### config.mk
export PLATFORM = sky130hd
export DESIGN_NAME = tbd_decoder
export DESIGN_NICKNAME = d
export VERILOG_FILES = /design/src/core/tbd_pkg.sv /design/src/core/tbd_field_split.sv /design/src/core/tbd_decoder.sv
export VERILOG_INCLUDE_DIRS = /design/src /design/src/core
export SDC_FILE = /design/constraint.sdc
export NUM_CORES = 1
export LEC_CHECK = 0
export BUFFER_PORTS_ARGS = -buffer_cell sky130_fd_sc_hd__buf_2
export CELL_PAD_IN_SITES_DETAIL_PLACEMENT = 0
export CELL_PAD_IN_SITES_GLOBAL_PLACEMENT = 1
export CORE_UTILIZATION = 35
export DETAILED_ROUTE_END_ITERATION = 16
export HOLD_SLACK_MARGIN = 0.15
export PLACE_DENSITY = 0.91
export SYNTH_ARGS = -nofsm -noshare
export SYNTH_HDL_FRONTEND = slang
export SYNTH_SLANG_ARGS = --single-unit
### constraint.sdc
create_clock -name mclk -period 2.91 [get_ports mclk]
set_input_delay 0.4365 -clock mclk [delete_from_list [all_inputs] [get_ports mclk]]
set_output_delay 0.4365 -clock mclk [all_outputs]
set_load 0.05 [all_outputs]
### src/core/tbd_regs.svh
// Field positions and timing constants of the twelve-bit instruction decoder
`ifndef TBD_REGS_SVH
`define TBD_REGS_SVH

`define TBD_WORD_W        12
`define TBD_DEST_BIT      5
`define TBD_FILE_HI       4
`define TBD_FILE_LO       0
`define TBD_BIT_HI        7
`define TBD_BIT_LO        5
`define TBD_LIT_HI        7
`define TBD_WIDE_LIT_HI   8
`define TBD_PHASES        4
`define TBD_MCLK_NS       25
`define TBD_OSC_NS        25
`define TBD_PHASE_CYCLES  ((`TBD_OSC_NS + `TBD_MCLK_NS - 1) / `TBD_MCLK_NS)
`define TBD_FILE_MAX      7'h7F
`define TBD_NOP_WORD      12'h000

`endif

### src/core/tbd_pkg.sv
// Types shared by the instruction decoder files
package tbd_pkg;
	typedef enum logic [1:0] {
		TBD_CLS_BYTE = 2'h0,
		TBD_CLS_BIT  = 2'h1,
		TBD_CLS_LIT  = 2'h3
	} tbd_class_t;

	typedef enum logic [1:0] {
		TBD_Q1 = 2'h0,
		TBD_Q2 = 2'h1,
		TBD_Q3 = 2'h3,
		TBD_Q4 = 2'h2
	} tbd_phase_t;

	typedef enum logic {
		TBD_RUN   = 1'b0,
		TBD_FLUSH = 1'b1
	} tbd_exec_t;
endpackage

### src/core/tbd_field_split.sv
// Field splitter for one latched 12-bit instruction word
`timescale 1ns/1ps
`include "tbd_regs.svh"
module tbd_field_split (
	// Clock and reset
	input  wire logic               mclk,
	input  wire logic               nrst,
	// Word and load strobe
	input  wire logic               load,
	input  wire logic [11:0]        word,
	// Registered fields
	output logic      [6:0]         register_index,
	output logic      [2:0]         position_select,
	output logic      [8:0]         immediate_constant,
	output logic                    result_target
);
	// Fields are cut once per instruction cycle; unused word bits never reach
	// any decode term, so don't-care bits cannot change the outcome
	always_ff @(posedge mclk or negedge nrst) begin
		if (!nrst) begin
			register_index     <= 7'h00;
			position_select    <= 3'h0;
			immediate_constant <= 9'h000;
			result_target      <= 1'b0;
		end else if (load) begin
			register_index     <= {2'h0,
				word[`TBD_FILE_HI:`TBD_FILE_LO]};
			position_select    <= word[`TBD_BIT_HI:`TBD_BIT_LO];
			immediate_constant <= word[`TBD_WIDE_LIT_HI:0];
			result_target      <= word[`TBD_DEST_BIT];
		end
	end
endmodule

### src/core/tbd_decoder.sv
// Twelve-bit instruction decoder with instruction-cycle timing
// Overview of operation
// - Each fetched instruction is one 12-bit word of opcode plus operands.
// - Every word falls in exactly one class: byte, bit, or literal/control.
// - Byte class result goes to the accumulator on 0, the file on 1.
// - Bit class picks one bit of an 8-bit file register and its register.
// - Literal class constant is 8 bits, or 9 bits for the wide branch form; the decoder cuts bits 8 to 0 in every form.
// - The register index addresses the file space 0x00 through 0x1F.
// - Don't-care bits never influence decoding; tools should write zeros.
// - One instruction cycle normally, two on a true test or a PC change.
// - An instruction cycle is exactly four oscillator periods.
// - Byte class destination flag is bit 5, file index is bits 4 to 0.
`timescale 1ns/1ps
`include "tbd_regs.svh"
module tbd_decoder
	import tbd_pkg::*;
(
	// Clock and reset
	input  wire logic               mclk,
	input  wire logic               nrst,
	// Program memory side
	input  wire logic [11:0]        fetch_word,
	output logic                    fetch_take,
	// Datapath feedback
	input  wire logic               test_true,
	// Decoded class
	output tbd_pkg::tbd_class_t     instr_class,
	output logic                    is_wide_branch,
	output logic                    changes_pc,
	output logic                    conditional,
	// Operand fields
	output logic      [6:0]         register_index,
	output logic      [2:0]         position_select,
	output logic      [8:0]         immediate_constant,
	output logic                    result_target,
	output logic                    write_accum,
	output logic                    write_file,
	// Timing
	output tbd_pkg::tbd_phase_t     phase,
	output logic                    cycle_start,
	output logic                    exec_valid,
	output logic                    flush_cycle
);
	import tbd_pkg::*;

	logic [11:0]     word;
	tbd_exec_t       exec_state;
	tbd_phase_t      next_phase;
	tbd_class_t      next_class;
	logic            next_wide;
	logic            next_jump;
	logic            next_cond;
	logic            byte_dest_ok;
	logic            two_cycle;

	// Class from the top opcode bits only; lower bits are never consulted
	function automatic tbd_class_t classify(input logic [11:0] w);
		if (w[11:10] == 2'h0)
			classify = TBD_CLS_BYTE;
		else if (w[11:10] == 2'h1)
			classify = TBD_CLS_BIT;
		else
			classify = TBD_CLS_LIT;
	endfunction

	// Skip-style byte ops: decrement/increment with skip
	function automatic logic is_skip_byte(input logic [11:0] w);
		is_skip_byte = (w[11:6] == 6'h0B) || (w[11:6] == 6'h0F);
	endfunction

	// Four-phase sequencer; one instruction cycle per Q1..Q4 lap
	always_comb begin
		case (phase)
			TBD_Q1:  next_phase = TBD_Q2;
			TBD_Q2:  next_phase = TBD_Q3;
			TBD_Q3:  next_phase = TBD_Q4;
			default: next_phase = TBD_Q1;
		endcase
	end

	// Phase advances every oscillator period (equal to mclk here)
	always_ff @(posedge mclk or negedge nrst) begin
		if (!nrst)
			phase <= TBD_Q1;
		else
			phase <= next_phase;
	end

	// Word is taken at the end of Q4 so a new cycle starts at Q1
	assign fetch_take  = (phase == TBD_Q4);
	assign cycle_start = (phase == TBD_Q1);

	// Latch the whole 12-bit word; a flushed slot decodes as a no-op
	always_ff @(posedge mclk or negedge nrst) begin
		if (!nrst)
			word <= `TBD_NOP_WORD;
		else if (fetch_take)
			word <= two_cycle ? `TBD_NOP_WORD : fetch_word;
	end

	// Decode of the incoming word, ready when it is latched
	always_comb begin
		next_class = classify(fetch_word);
		next_wide  = (fetch_word[11:9] == 3'h5);
		next_jump  = (fetch_word[11:10] == 2'h2);
		next_cond  = is_skip_byte(fetch_word) ||
			(fetch_word[11:10] == 2'h1 && fetch_word[9]);
	end

	// Class and timing flags, registered with the word
	always_ff @(posedge mclk or negedge nrst) begin
		if (!nrst) begin
			instr_class    <= TBD_CLS_BYTE;
			is_wide_branch <= 1'b0;
			changes_pc     <= 1'b0;
			conditional    <= 1'b0;
		end else if (fetch_take) begin
			instr_class    <= two_cycle ? TBD_CLS_BYTE : next_class;
			is_wide_branch <= !two_cycle && next_wide;
			changes_pc     <= !two_cycle && next_jump;
			conditional    <= !two_cycle && next_cond;
		end
	end

	// Operand fields cut from the incoming word as it is latched
	tbd_field_split u_split (
		.mclk               (mclk),
		.nrst               (nrst),
		.load               (fetch_take),
		.word               (two_cycle ? `TBD_NOP_WORD : fetch_word),
		.register_index     (register_index),
		.position_select    (position_select),
		.immediate_constant (immediate_constant),
		.result_target      (result_target)
	);

	// Destination steering only in byte class; the all-zero word is a no-op
	assign byte_dest_ok = (instr_class == TBD_CLS_BYTE) && (word != 12'h000)
		&& (exec_state == TBD_RUN);
	assign write_accum  = byte_dest_ok && !result_target;
	assign write_file   = byte_dest_ok && result_target;

	// Second cycle is needed on a taken test or any change of flow
	assign two_cycle = (exec_state == TBD_RUN) &&
		(changes_pc || (conditional && test_true));

	// Execution state: a run cycle, or an empty cycle after a two-cycle op
	always_ff @(posedge mclk or negedge nrst) begin
		if (!nrst)
			exec_state <= TBD_RUN;
		else if (fetch_take)
			exec_state <= two_cycle ? TBD_FLUSH : TBD_RUN;
	end

	assign exec_valid  = (exec_state == TBD_RUN);
	assign flush_cycle = (exec_state == TBD_FLUSH);
endmodule

==> reports/summary.log, run 1 <==
[outcome] run status complete, no violations
[placement] DP Wirelength 1.314 mm
[finish] multi-input gate area in the final layout 269.0 sq um
[finish] filler-free cell count of the finished design 139
[timing] Slew Viols, Final 0
[yosys] FF+latch count, synth 20
[yosys] async set-reset flop share out of synthesis 100.0%
[timing] headroom to the max-slew limit 45.62%
[finish] Antenna Cells 0
[finish] area of all placed cells without fillers 1106 sq um
[timing] Final Hold Fails 0
[grt] maximum number of pins on one net before global-route repair 22
[placement] number of placed cells counting well taps 134
[worst_setup_path] endpoint arrival time on the critical path 1.66 ns
[detailed_routing] Met1 Routed Length 865 um
[grt] wire length of the first global-routing pass 2.953 mm
[pwr] largest voltage drop on the vdd net 0.4707 mV
[placement] count of input and output buffers 45
[finish] post-layout net count 125
[detailed_routing] total met3 wirelength after detailed routing 164 um
[finish] number of fill cells 272
[worst_setup_path] nature of the critical path endpoint output pin
[timing] final clock skew 0.008821 ns
[floorplan] y dimension of the die 53.95 um
[worst_setup_path] family with the most delay on the worst path simple AND/OR/NAND/NOR gates
[clocking] post-CTS repair timing setup buffer count 0
[detailed_routing] per-cell routed wire length 13.31 um
[timing] Achievable Freq 477.0 MHz
[yosys] number of synthesized flops with an enable pin 0
[worst_setup_path] library cell contributing the largest single delay on the critical path sky130_fd_sc_hd__nand2b_1
[finish] ratio of cells with drive above 1 in the final layout 47.71%
[floorplan] x dimension of the die 53.95 um
[finish] leading cell type in the layout, fill and taps excluded sky130_fd_sc_hd__buf_2
[detailed_routing] Iteration-0 DRC Markers 10
[worst_hold_path] Hold Path Class in2reg
[floorplan] area of the die 2911 sq um
[timing] RSZ-0062 raised after global routing false
[grt] total global routing track utilization 14.21%
[yosys] library cells used by synthesis 22
[worst_setup_path] required time at the endpoint of the critical path 2.47 ns
[floorplan] top-level I/O count 48
[timing] TNS Setup 0 ns
[floorplan] Core Box Area 2522 sq um
[worst_setup_path] highest fanout seen on the critical path 21
[detailed_routing] via/cell ratio 4.957
[clocking] total CTS buffers 3
[pwr] leakage component of the power 0.5787 nW
[yosys] sequential-to-total area share from yosys stat 52.98%
[clocking] CTS HTree Levels 1
[timing] post-route minimum period 2.097 ns
[clocking] cell at the root of the clock tree sky130_fd_sc_hd__clkbuf_4
[yosys] instance count of the mapped netlist 81
[grt] antenna violations before repair 0
[detailed_routing] Antenna Nets Post-Route 0
[clocking] TritonCTS clock tree done
[clocking] number of clock sinks 20
[run] total of max-cap violations 0
[worst_setup_path] startpoint type of the worst setup path flip-flop
[clocking] clock latency on the worst-skew pair 0.30 ns
[timing] setup violation total in the final timing report 0
[placement] global placement routability congestion 0.6877
[grt] GRT overflow 0
[yosys] count of synthesis-stage warnings from yosys 0
[clocking] Clk pin slew, worst setup/hold paths 0.12 ns
[detailed_routing] Pre-antenna DRT Iters 4
[yosys] Primary FF master, synth sky130_fd_sc_hd__dfrtp_1
[worst_setup_path] critical path class reg2out
[worst_setup_path] worst path buffer plus inverter count 2
[finish] register cell area after layout 500.5 sq um
[clocking] CTS Buffer Depth 2
[yosys] mean instance size in the synthesized netlist 11.66 sq um
[worst_setup_path] slowest stage delay, CP 0.66 ns
[yosys] area of the mapped netlist 944.7 sq um
[detailed_routing] WL met2 820 um
[worst_setup_path] cell-by-cell listing of the critical path nand2b_1 > inv_1 > buf_2
[placement] placed instance area 1044 sq um
[detailed_routing] top routing layer used met3
[timing] crit share post-route 72.05%
[detailed_routing] Total Wirelength 1.850 mm
[floorplan] starting density of the core 37.45%
[pwr] pwr dens 669.1 nW/um^2
[detailed_routing] number of vias after detailed routing 689
[timing] slew at the pin closest to its max-slew limit 0.8157 ns
[finish] Area growth syn-to-layout 17.09%
[detailed_routing] DRC viols 0
[floorplan] number of rows in the core area 18
[finish] commonest cells after routing, fill and taps aside sky130_fd_sc_hd__buf_2, sky130_fd_sc_hd__dfrtp_1, sky130_fd_sc_hd__a22o_1
[grt] via count of the first global-routing pass 618
[cells by family (layout without fill, tap and decap cells)]
| family | after synthesis | in the layout | share of synthesized area [%] |
|---|---|---|---|
| AO/OA/AOI/OAI | 22 | 22 | 20.79 |
| buffers and inverters | 26 | 53 | 18.94 |
| flip-flops | 20 | 20 | 52.98 |
| other | 1 | 2 | 0.3970 |
| AND/OR/NAND/NOR | 12 | 12 | 6.889 |
[layer usage]
metal / vias up / global-route usage [%]
met4: 0 / 1.316
met3: 0 / 5.367
met2: 36 / 21.19
li1: 324 / -
met5: - / 0
met1: 329 / 20.14
[metrics by stage]
step	total power, mW	hold slack (ns)	util [%]	worst slack (ns)
floorplan	0.4981	0.1409	-	0.1315
global placement	0.5186	0.3876	41.37	1.156
CTS	0.7511	0.3392	43.85	0.7827
detailed placement	0.5209	0.4051	41.37	1.139
global route	0.7732	0.3344	43.85	0.6491
finish	0.7401	0.3462	43.85	0.8134
[what timing repair did]
| action | in CTS | in global routing |
|---|---|---|
| hold buffers | 1 | 0 |
| hold endpoints to repair | 20 | 0 |
| resized for setup | 0 | 0 |
[synthesized netlist by cell type, drive strengths merged (2+ instances only)]
| master | number | area, sq um |
|---|---|---|
| a32o | 2 | 20.02 |
| a22o | 15 | 131.4 |
| buf | 22 | 163.9 |
| nand2 | 3 | 11.26 |
| inv | 3 | 11.26 |
| a21oi | 2 | 21.27 |
| nor4 | 3 | 18.77 |
| nor2 | 2 | 7.510 |
| dfrtp | 20 | 500.5 |
[final cells by class]
cell class,count,area share [%]
clock inverter,1,2.715
tap,30,3.394
multi-input combinational,36,24.32
clock buffer,3,2.036
sequential,20,45.25
timing repair buffer,46,21.27
inverter,3,1.018
[sequential cells by signal, indices dropped and copies added (netlist names)]
| signal | cells |
|---|---|
| word | 12 |
| instr_class | 2 |
| phase | 2 |
| changes_pc | 1 |
| conditional | 1 |
| flush_cycle | 1 |
| is_wide_branch | 1 |
[path summary, 6_finish.rpt]
kind                               endpoint  slack, ns  cells after the start          start
worst max-delay path             fetch_take       0.81                      3       phase[0]
worst min-delay path                word[3]       0.35                      2  fetch_word[3]
worst max register to register  conditional       1.12                      3       phase[0]
worst min register to register     phase[1]       0.43                      0       phase[0]
max in group asynchronous        changes_pc       2.00                      2           nrst
min in group asynchronous           word[1]       0.60                      2           nrst
[report_power, final]
group	switching (mW)	total [mW]	internal, mW
clock	0.0860	0.225	0.139
combinational	0.149	0.197	0.0481
sequential	0.0193	0.318	0.298
No activity file was read; power rests on OpenSTA's default activity.
==> run 2, diff against run 1 <==
--- a/config.mk
+++ b/config.mk
@@ -9,10 +9,10 @@
 export BUFFER_PORTS_ARGS = -buffer_cell sky130_fd_sc_hd__buf_2
 export CELL_PAD_IN_SITES_DETAIL_PLACEMENT = 0
 export CELL_PAD_IN_SITES_GLOBAL_PLACEMENT = 1
-export CORE_UTILIZATION = 35
+export CORE_UTILIZATION = 32
 export DETAILED_ROUTE_END_ITERATION = 16
 export HOLD_SLACK_MARGIN = 0.15
-export PLACE_DENSITY = 0.91
+export PLACE_DENSITY = 0.85
 export SYNTH_ARGS = -nofsm -noshare
 export SYNTH_HDL_FRONTEND = slang
 export SYNTH_SLANG_ARGS = --single-unit
==> constraint.sdc (replaced) <==
create_clock -name mclk -period 2.07 [get_ports mclk]
set_input_delay 0.3105 -clock mclk [delete_from_list [all_inputs] [get_ports mclk]]
set_output_delay 0.3105 -clock mclk [all_outputs]
set_load 0.05 [all_outputs]
==> reports/summary.log, run 2 (synthesis results as in run 1) <==
[floorplan] y dimension of the die 56.33 um [+4.4%]
[timing] Slew Viols, Final 0 [unchanged]
[worst_setup_path] slowest stage delay, CP 0.43 ns [-0.23 ns]
[run] total of max-cap violations 0 [unchanged]
[finish] Antenna Cells 0 [unchanged]
[grt] wire length of the first global-routing pass 2.939 mm [-0.47%]
[grt] antenna violations before repair 0 [unchanged]
[pwr] pwr dens 856.4 nW/um^2 [+28%]
[detailed_routing] via/cell ratio 4.894 [-1.3%]
[clocking] TritonCTS clock tree done
[grt] total global routing track utilization 11.97% [-2.2 points]
[timing] crit share post-route 95.77%
[floorplan] Core Box Area 2781 sq um [+10%]
[clocking] CTS Buffer Depth 2 [unchanged]
[worst_setup_path] critical path class reg2out
[detailed_routing] Antenna Nets Post-Route 0 [unchanged]
[finish] Biggest register word
[timing] Achievable Freq 504.4 MHz
[finish] Largest register FFs 12 [unchanged]
[timing] smallest hold slack 0.2257 ns [-0.1204 ns]
[placement] global placement routability congestion 0.7273 [+5.8%]
[finish] ratio of cells with drive above 1 in the final layout 50.00% [+2.3 points]
[clocking] clock latency on the worst-skew pair 0.29 ns [about the same]
[finish] commonest cells after routing, fill and taps aside sky130_fd_sc_hd__buf_2, sky130_fd_sc_hd__dfrtp_1, sky130_fd_sc_hd__a22o_1
[finish] filler-free cell count of the finished design 141 [+1.4%]
[timing] RSZ-0062 raised after global routing false
[clocking] cell at the root of the clock tree sky130_fd_sc_hd__clkbuf_4
[floorplan] starting density of the core 33.96% [-3.5 points]
[timing] TNS Setup 0 ns [unchanged]
[placement] count of input and output buffers 45 [unchanged]
[clocking] CTS HTree Levels 1 [unchanged]
[timing] setup violation total in the final timing report 0 [unchanged]
[worst_setup_path] endpoint arrival time on the critical path 1.67 ns [about the same]
[finish] Core Util, Final 39.95% [-3.9 points]
[floorplan] x dimension of the die 56.33 um [+4.4%]
[worst_setup_path] highest fanout seen on the critical path 4 [-81%]
[worst_hold_path] Hold Path Class in2reg
[detailed_routing] DRC viols 0 [unchanged]
[timing] final worst slack 0.08759 ns [-0.7258 ns]
[finish] post-layout net count 126 [+0.80%]
[pwr] overall power of the completed layout 951.5 uW [+29%]
[worst_setup_path] cell-by-cell listing of the critical path nor4_2 > nand2_1 > o41a_1 > buf_2
[timing] Final Hold Fails 0 [unchanged]
[finish] Area growth syn-to-layout 17.62%
[worst_setup_path] library cell contributing the largest single delay on the critical path sky130_fd_sc_hd__dfrtp_1
[floorplan] number of rows in the core area 19 [+1]
[grt] GRT overflow 0 [unchanged]
[floorplan] area of the die 3173 sq um [+9.0%]
[clocking] Clk pin slew, worst setup/hold paths 0.11 ns [about the same]
[finish] leading cell type in the layout, fill and taps excluded sky130_fd_sc_hd__buf_2
[worst_setup_path] nature of the critical path endpoint output pin
[grt] via count of the first global-routing pass 599 [-3.1%]
[pwr] leakage component of the power 0.5779 nW [-0.13%]
[detailed_routing] Pre-antenna DRT Iters 4 [unchanged]
[finish] area of all placed cells without fillers 1111 sq um [+0.45%]
[timing] final clock skew 0.001770 ns [-0.007051 ns]
[clocking] number of clock sinks 20 [unchanged]
[placement] DP Wirelength 1.399 mm [+6.5%]
[grt] maximum number of pins on one net before global-route repair 21 [-4.5%]
[detailed_routing] Total Wirelength 1.951 mm [+5.5%]
[floorplan] top-level I/O count 48 [unchanged]
[detailed_routing] number of vias after detailed routing 690 [+0.15%]
[placement] number of placed cells counting well taps 136 [+1.5%]
[worst_setup_path] startpoint type of the worst setup path flip-flop
[worst_setup_path] required time at the endpoint of the critical path 1.76 ns [-0.71 ns]
[outcome] run status complete, no violations
[detailed_routing] Iteration-0 DRC Markers 12 [+2]
[placement] worst slack, placed 0.4275 ns [-0.7120 ns]
[placement] placed instance area 1059 sq um [+1.4%]
[detailed_routing] per-cell routed wire length 13.84 um [+4.0%]
[clocking] total CTS buffers 3 [unchanged]
[timing] post-route minimum period 1.982 ns
[finish] leading registers by flop count word x12, instr_class x2, phase x2
[pwr] largest voltage drop on the vdd net 0.5365 mV [+14%]
==> run 2: cell count changes in the layout (fill, tap and decap cells not counted) <==
| cell | before | now |
|---|---|---|
| sky130_fd_sc_hd__buf_4 | 0 | 1 |
| sky130_fd_sc_hd__bufinv_16 | 1 | 0 |
| sky130_fd_sc_hd__clkbuf_8 | 0 | 1 |
| sky130_fd_sc_hd__nor4_1 | 3 | 2 |
| sky130_fd_sc_hd__nor4_2 | 0 | 1 |
| sky130_fd_sc_hd__nor4b_1 | 1 | 0 |
| sky130_fd_sc_hd__nor4b_2 | 0 | 1 |
==> run 2: path summary, 6_finish.rpt <==
check	startpoint	slack [ns]	endpoint	depth (start not counted)
max	word[2]	0.09	write_accum	4
min	fetch_word[4]	0.23	word[4]	2
max reg2reg	phase[0]	0.66	is_wide_branch	3
min reg2reg	phase[0]	0.44	phase[1]	0
max in group asynchronous	nrst	1.28	conditional	2
min in group asynchronous	nrst	0.48	word[0]	2
==> run 2: report_power, final <==
part	total (mW)	switching (mW)	internal, mW
sequential	0.449	0.0298	0.419
combinational	0.279	0.211	0.0688
clock	0.223	0.116	0.107
==> run 2: cell type report <==
class	instances	area [sq um]
multi-input combinational	36	281.5
timing repair buffer	47	242.7
inverter	3	11.26
fill	283	1670
tap	31	38.79
clock buffer	4	36.28
sequential	20	500.5
==> run 2: what timing repair did <==
item                                    CTS  global route
buffers inserted                          0             0
endpoints found under the hold margin    20             0
resized for setup                         0             1
endpoints found under the setup margin    0             1
hold buffers                              1             0
==> run 2: critical path, delay by kind of cell, from the launching register on <==
kind,cells,cell delay (ns)
AO/OA/AOI/OAI,1,0.32
buffers and inverters,1,0.22
flip-flops,1,0.43
AND/OR/NAND/NOR,2,0.41
==> run 2: per-layer routing <==
metal	part of all wire, %	global-route usage, %
met3	8.4	5.069
met1	46	16.79
met4	0	2.091
met2	45	17.52
met5	0	0
==> run 3, diff against run 2 <==
--- a/config.mk
+++ b/config.mk
@@ -6,13 +6,14 @@
 export SDC_FILE = /design/constraint.sdc
 export NUM_CORES = 1
 export LEC_CHECK = 0
+export ABC_AREA = 1
 export BUFFER_PORTS_ARGS = -buffer_cell sky130_fd_sc_hd__buf_2
 export CELL_PAD_IN_SITES_DETAIL_PLACEMENT = 0
 export CELL_PAD_IN_SITES_GLOBAL_PLACEMENT = 1
-export CORE_UTILIZATION = 32
+export CORE_UTILIZATION = 31
 export DETAILED_ROUTE_END_ITERATION = 16
 export HOLD_SLACK_MARGIN = 0.15
-export PLACE_DENSITY = 0.85
+export PLACE_DENSITY = 0.86
 export SYNTH_ARGS = -nofsm -noshare
 export SYNTH_HDL_FRONTEND = slang
 export SYNTH_SLANG_ARGS = --single-unit
==> reports/summary.log, run 3 <==
[grt] antenna violations before repair 0 [unchanged]
[yosys] mean instance size in the synthesized netlist 8.158 sq um [-30%]
[clocking] clock latency on the worst-skew pair 0.30 ns [about the same]
[yosys] sequential-to-total area share from yosys stat 49.88% [-3.1 points]
[floorplan] y dimension of the die 58.90 um [+4.6%]
[floorplan] top-level I/O count 48 [unchanged]
[floorplan] number of rows in the core area 20 [+1]
[clocking] post-CTS repair timing setup buffer count 0 [unchanged]
[clocking] total CTS buffers 3 [unchanged]
[grt] GRT overflow 0 [unchanged]
[placement] number of placed cells counting well taps 191 [+40%]
[grt] total global routing track utilization 13.91% [+1.9 points]
[clocking] Clk pin slew, worst setup/hold paths 0.12 ns [about the same]
[worst_hold_path] Hold Path Class in2reg
[yosys] Primary FF master, synth sky130_fd_sc_hd__dfrtp_1
[detailed_routing] Pre-antenna DRT Iters 4 [unchanged]
[timing] setup violation total in the final timing report 0 [unchanged]
[yosys] library cells used by synthesis 18 [-18%]
[pwr] part of the total power dissipated in the clock network 30.7% [+7.3 points]
[worst_setup_path] highest fanout seen on the critical path 6 [+2]
[worst_setup_path] required time at the endpoint of the critical path 1.76 ns [about the same]
[timing] Slew Viols, Final 0 [unchanged]
[pwr] overall power of the completed layout 1.047 mW [+10%]
[clocking] CTS Buffer Depth 2 [unchanged]
[worst_hold_path] Cells on Worst Hold Path 3 [+1]
[clocking] CTS HTree Levels 1 [unchanged]
[finish] Antenna Cells 0 [unchanged]
[pwr] leakage component of the power 0.6774 nW [+17%]
[placement] worst slack, placed 0.6579 ns [+0.2304 ns]
[finish] ratio of cells with drive above 1 in the final layout 35.53% [-14 points]
[worst_setup_path] critical path class reg2out
[yosys] async set-reset flop share out of synthesis 100.0% [unchanged]
[placement] DP Wirelength 1.662 mm [+19%]
[yosys] number of synthesized flops with an enable pin 0 [unchanged]
[finish] post-layout net count 168 [+33%]
[clocking] Hold Buf Count CTS 1 [unchanged]
[yosys] Synth area leader sky130_fd_sc_hd__dfrtp_1
[detailed_routing] Antenna Nets Post-Route 0 [unchanged]
[outcome] run status complete, no violations
[floorplan] Core Box Area 3053 sq um [+9.8%]
[finish] Core Util, Final 38.89% [-1.1 points]
[floorplan] x dimension of the die 58.90 um [+4.6%]
[detailed_routing] per-cell routed wire length 11.12 um [-20%]
[pwr] largest voltage drop on the vdd net 0.2552 mV [-52%]
[timing] crit share post-route 81.71% [-14 points]
[detailed_routing] Iteration-0 DRC Markers 18 [+6]
[floorplan] area of the die 3469 sq um [+9.3%]
[timing] final clock skew 0.001822 ns [+0.00005210 ns]
[pwr] Pint 674.0 uW [+13%]
[clocking] TritonCTS clock tree done
[finish] leading registers by flop count word x12, instr_class x2, phase x2
[timing] post-route minimum period 1.691 ns [-0.2911 ns]
[finish] commonest cells after routing, fill and taps aside sky130_fd_sc_hd__nand2_1, sky130_fd_sc_hd__buf_2, sky130_fd_sc_hd__dfrtp_1
[worst_setup_path] startpoint type of the worst setup path flip-flop
[worst_setup_path] R2R depth 5 [+2]
[pwr] combinational share of power 26.9% [-2.5 points]
[finish] Area growth syn-to-layout 18.33%
[pwr] Sw Share 35.64% [-1.8 points]
[floorplan] starting density of the core 32.87% [-1.1 points]
[yosys] area of the mapped netlist 1003 sq um [+6.2%]
[timing] final worst slack 0.3787 ns [+0.2911 ns]
[detailed_routing] via/cell ratio 4.199 [-14%]
[worst_setup_path] endpoint arrival time on the critical path 1.38 ns [-0.29 ns]
[yosys] most frequently used cell type in the post-synthesis netlist sky130_fd_sc_hd__nand2_1
[placement] global placement routability congestion 0.8213 [+13%]
[finish] Biggest register word
[yosys] instance count of the mapped netlist 123 [+52%]
[yosys] FF+latch count, synth 20 [unchanged]
[grt] via count of the first global-routing pass 769 [+28%]
[grt] wire length of the first global-routing pass 3.512 mm [+19%]
[detailed_routing] number of vias after detailed routing 823 [+19%]
[grt] maximum number of pins on one net before global-route repair 21 [unchanged]
[pwr] pwr dens 882.0 nW/um^2 [+3.0%]
[placement] count of input and output buffers 45 [unchanged]
[pwr] sequential fraction of design power 42.4% [-4.8 points]
[finish] leading cell type in the layout, fill and taps excluded sky130_fd_sc_hd__nand2_1
[yosys] top post-synthesis cells by area sky130_fd_sc_hd__dfrtp_1, sky130_fd_sc_hd__nand2_1, sky130_fd_sc_hd__buf_4
[finish] Largest register FFs 12 [unchanged]
[detailed_routing] DRC viols 0 [unchanged]
[finish] filler-free cell count of the finished design 196 [+39%]
[timing] TNS Setup 0 ns [unchanged]
[clocking] number of clock sinks 20 [unchanged]
[yosys] area fraction of the dominant cell type after synthesis 49.88% [-3.1 points]
[pwr] Switch Pwr 373.2 uW [+4.8%]
[timing] Achievable Freq 591.2 MHz [+17%]
[clocking] cell at the root of the clock tree sky130_fd_sc_hd__clkbuf_4
[run] total of max-cap violations 0 [unchanged]
[yosys] count of synthesis-stage warnings from yosys 0 [unchanged]
[timing] RSZ-0062 raised after global routing false
[detailed_routing] Total Wirelength 2.180 mm [+12%]
[worst_setup_path] nature of the critical path endpoint output pin
[yosys] most numerous cell types in the synthesized netlist sky130_fd_sc_hd__nand2_1, sky130_fd_sc_hd__dfrtp_1, sky130_fd_sc_hd__buf_4
[clocking] total of cells resized after clock tree synthesis 0 [unchanged]
[timing] Final Hold Fails 0 [unchanged]
run 3: metal layers:
layer  wire, um  global-route usage (%)  part of all wire (%)  vias up
li1           -                       -                     -      411
met1       1016                   19.02                    47      367
met2        967                   20.94                    44       40
met3        152                   1.978                   7.0        5
met4         44                   8.163                   2.0        0
met5          0                       0                     0        -
run 3: stage by stage:
| stage | hold slack (ns) | area [sq um] |
|---|---|---|
| after floorplan | 0.01491 | 1007 |
| after global placement | 0.2726 | 1125 |
| after detailed placement | 0.2814 | 1125 |
| after CTS | 0.1926 | 1187 |
| after global routing | 0.1862 | 1187 |
| final | 0.1909 | 1187 |
run 3: power by group through the flow:
stage	Sequential, mW	Clock (mW)	Combinational (mW)
final	0.444	0.322	0.282
after global routing	0.449	0.344	0.300
after CTS	0.444	0.323	0.284
after detailed placement	0.452	0	0.281
after global placement	0.450	0	0.280
after floorplan	0.483	0	0.215
run 3: worst paths after layout:
check,from,endpoint,slack (ns)
worst max-delay path,word[5],write_accum,0.38
worst min-delay path,fetch_word[0],word[0],0.19
worst max register to register,phase[0],instr_class[0],0.61
worst min register to register,phase[1],phase[0],0.49
max in group asynchronous,nrst,conditional,1.29
min in group asynchronous,nrst,flush_cycle,0.47
run 3: cell families (layout without fill, tap and decap cells):
kind of cell | count (synthesis) | in the layout | synth area share, %
other | 1 | 2 | 0.3737
buffers and inverters | 29 | 57 | 18.83
flip-flops | 20 | 20 | 49.88
AND/OR/NAND/NOR | 68 | 68 | 27.31
AO/OA/AOI/OAI | 5 | 5 | 3.616
run 3: area by class of cell:
cell class                 instances  area, sq um
clock buffer                       3        22.52
multi-input combinational         75        317.8
timing repair buffer              46        235.2
clock inverter                     1        30.03
inverter                           7        26.28
sequential                        20        500.5
fill                             331         1866
tap                               44        55.05
run 3: worst max-delay path, cell delays in order, from the launching register on:
cell	delay, ns
sky130_fd_sc_hd__dfrtp_1	0.45
sky130_fd_sc_hd__nor2_1	0.11
sky130_fd_sc_hd__nand2_1	0.05
sky130_fd_sc_hd__nor2_1	0.09
sky130_fd_sc_hd__nand2_1	0.05
sky130_fd_sc_hd__nand2_1	0.08
sky130_fd_sc_hd__nor2_1	0.04
sky130_fd_sc_hd__buf_2	0.21
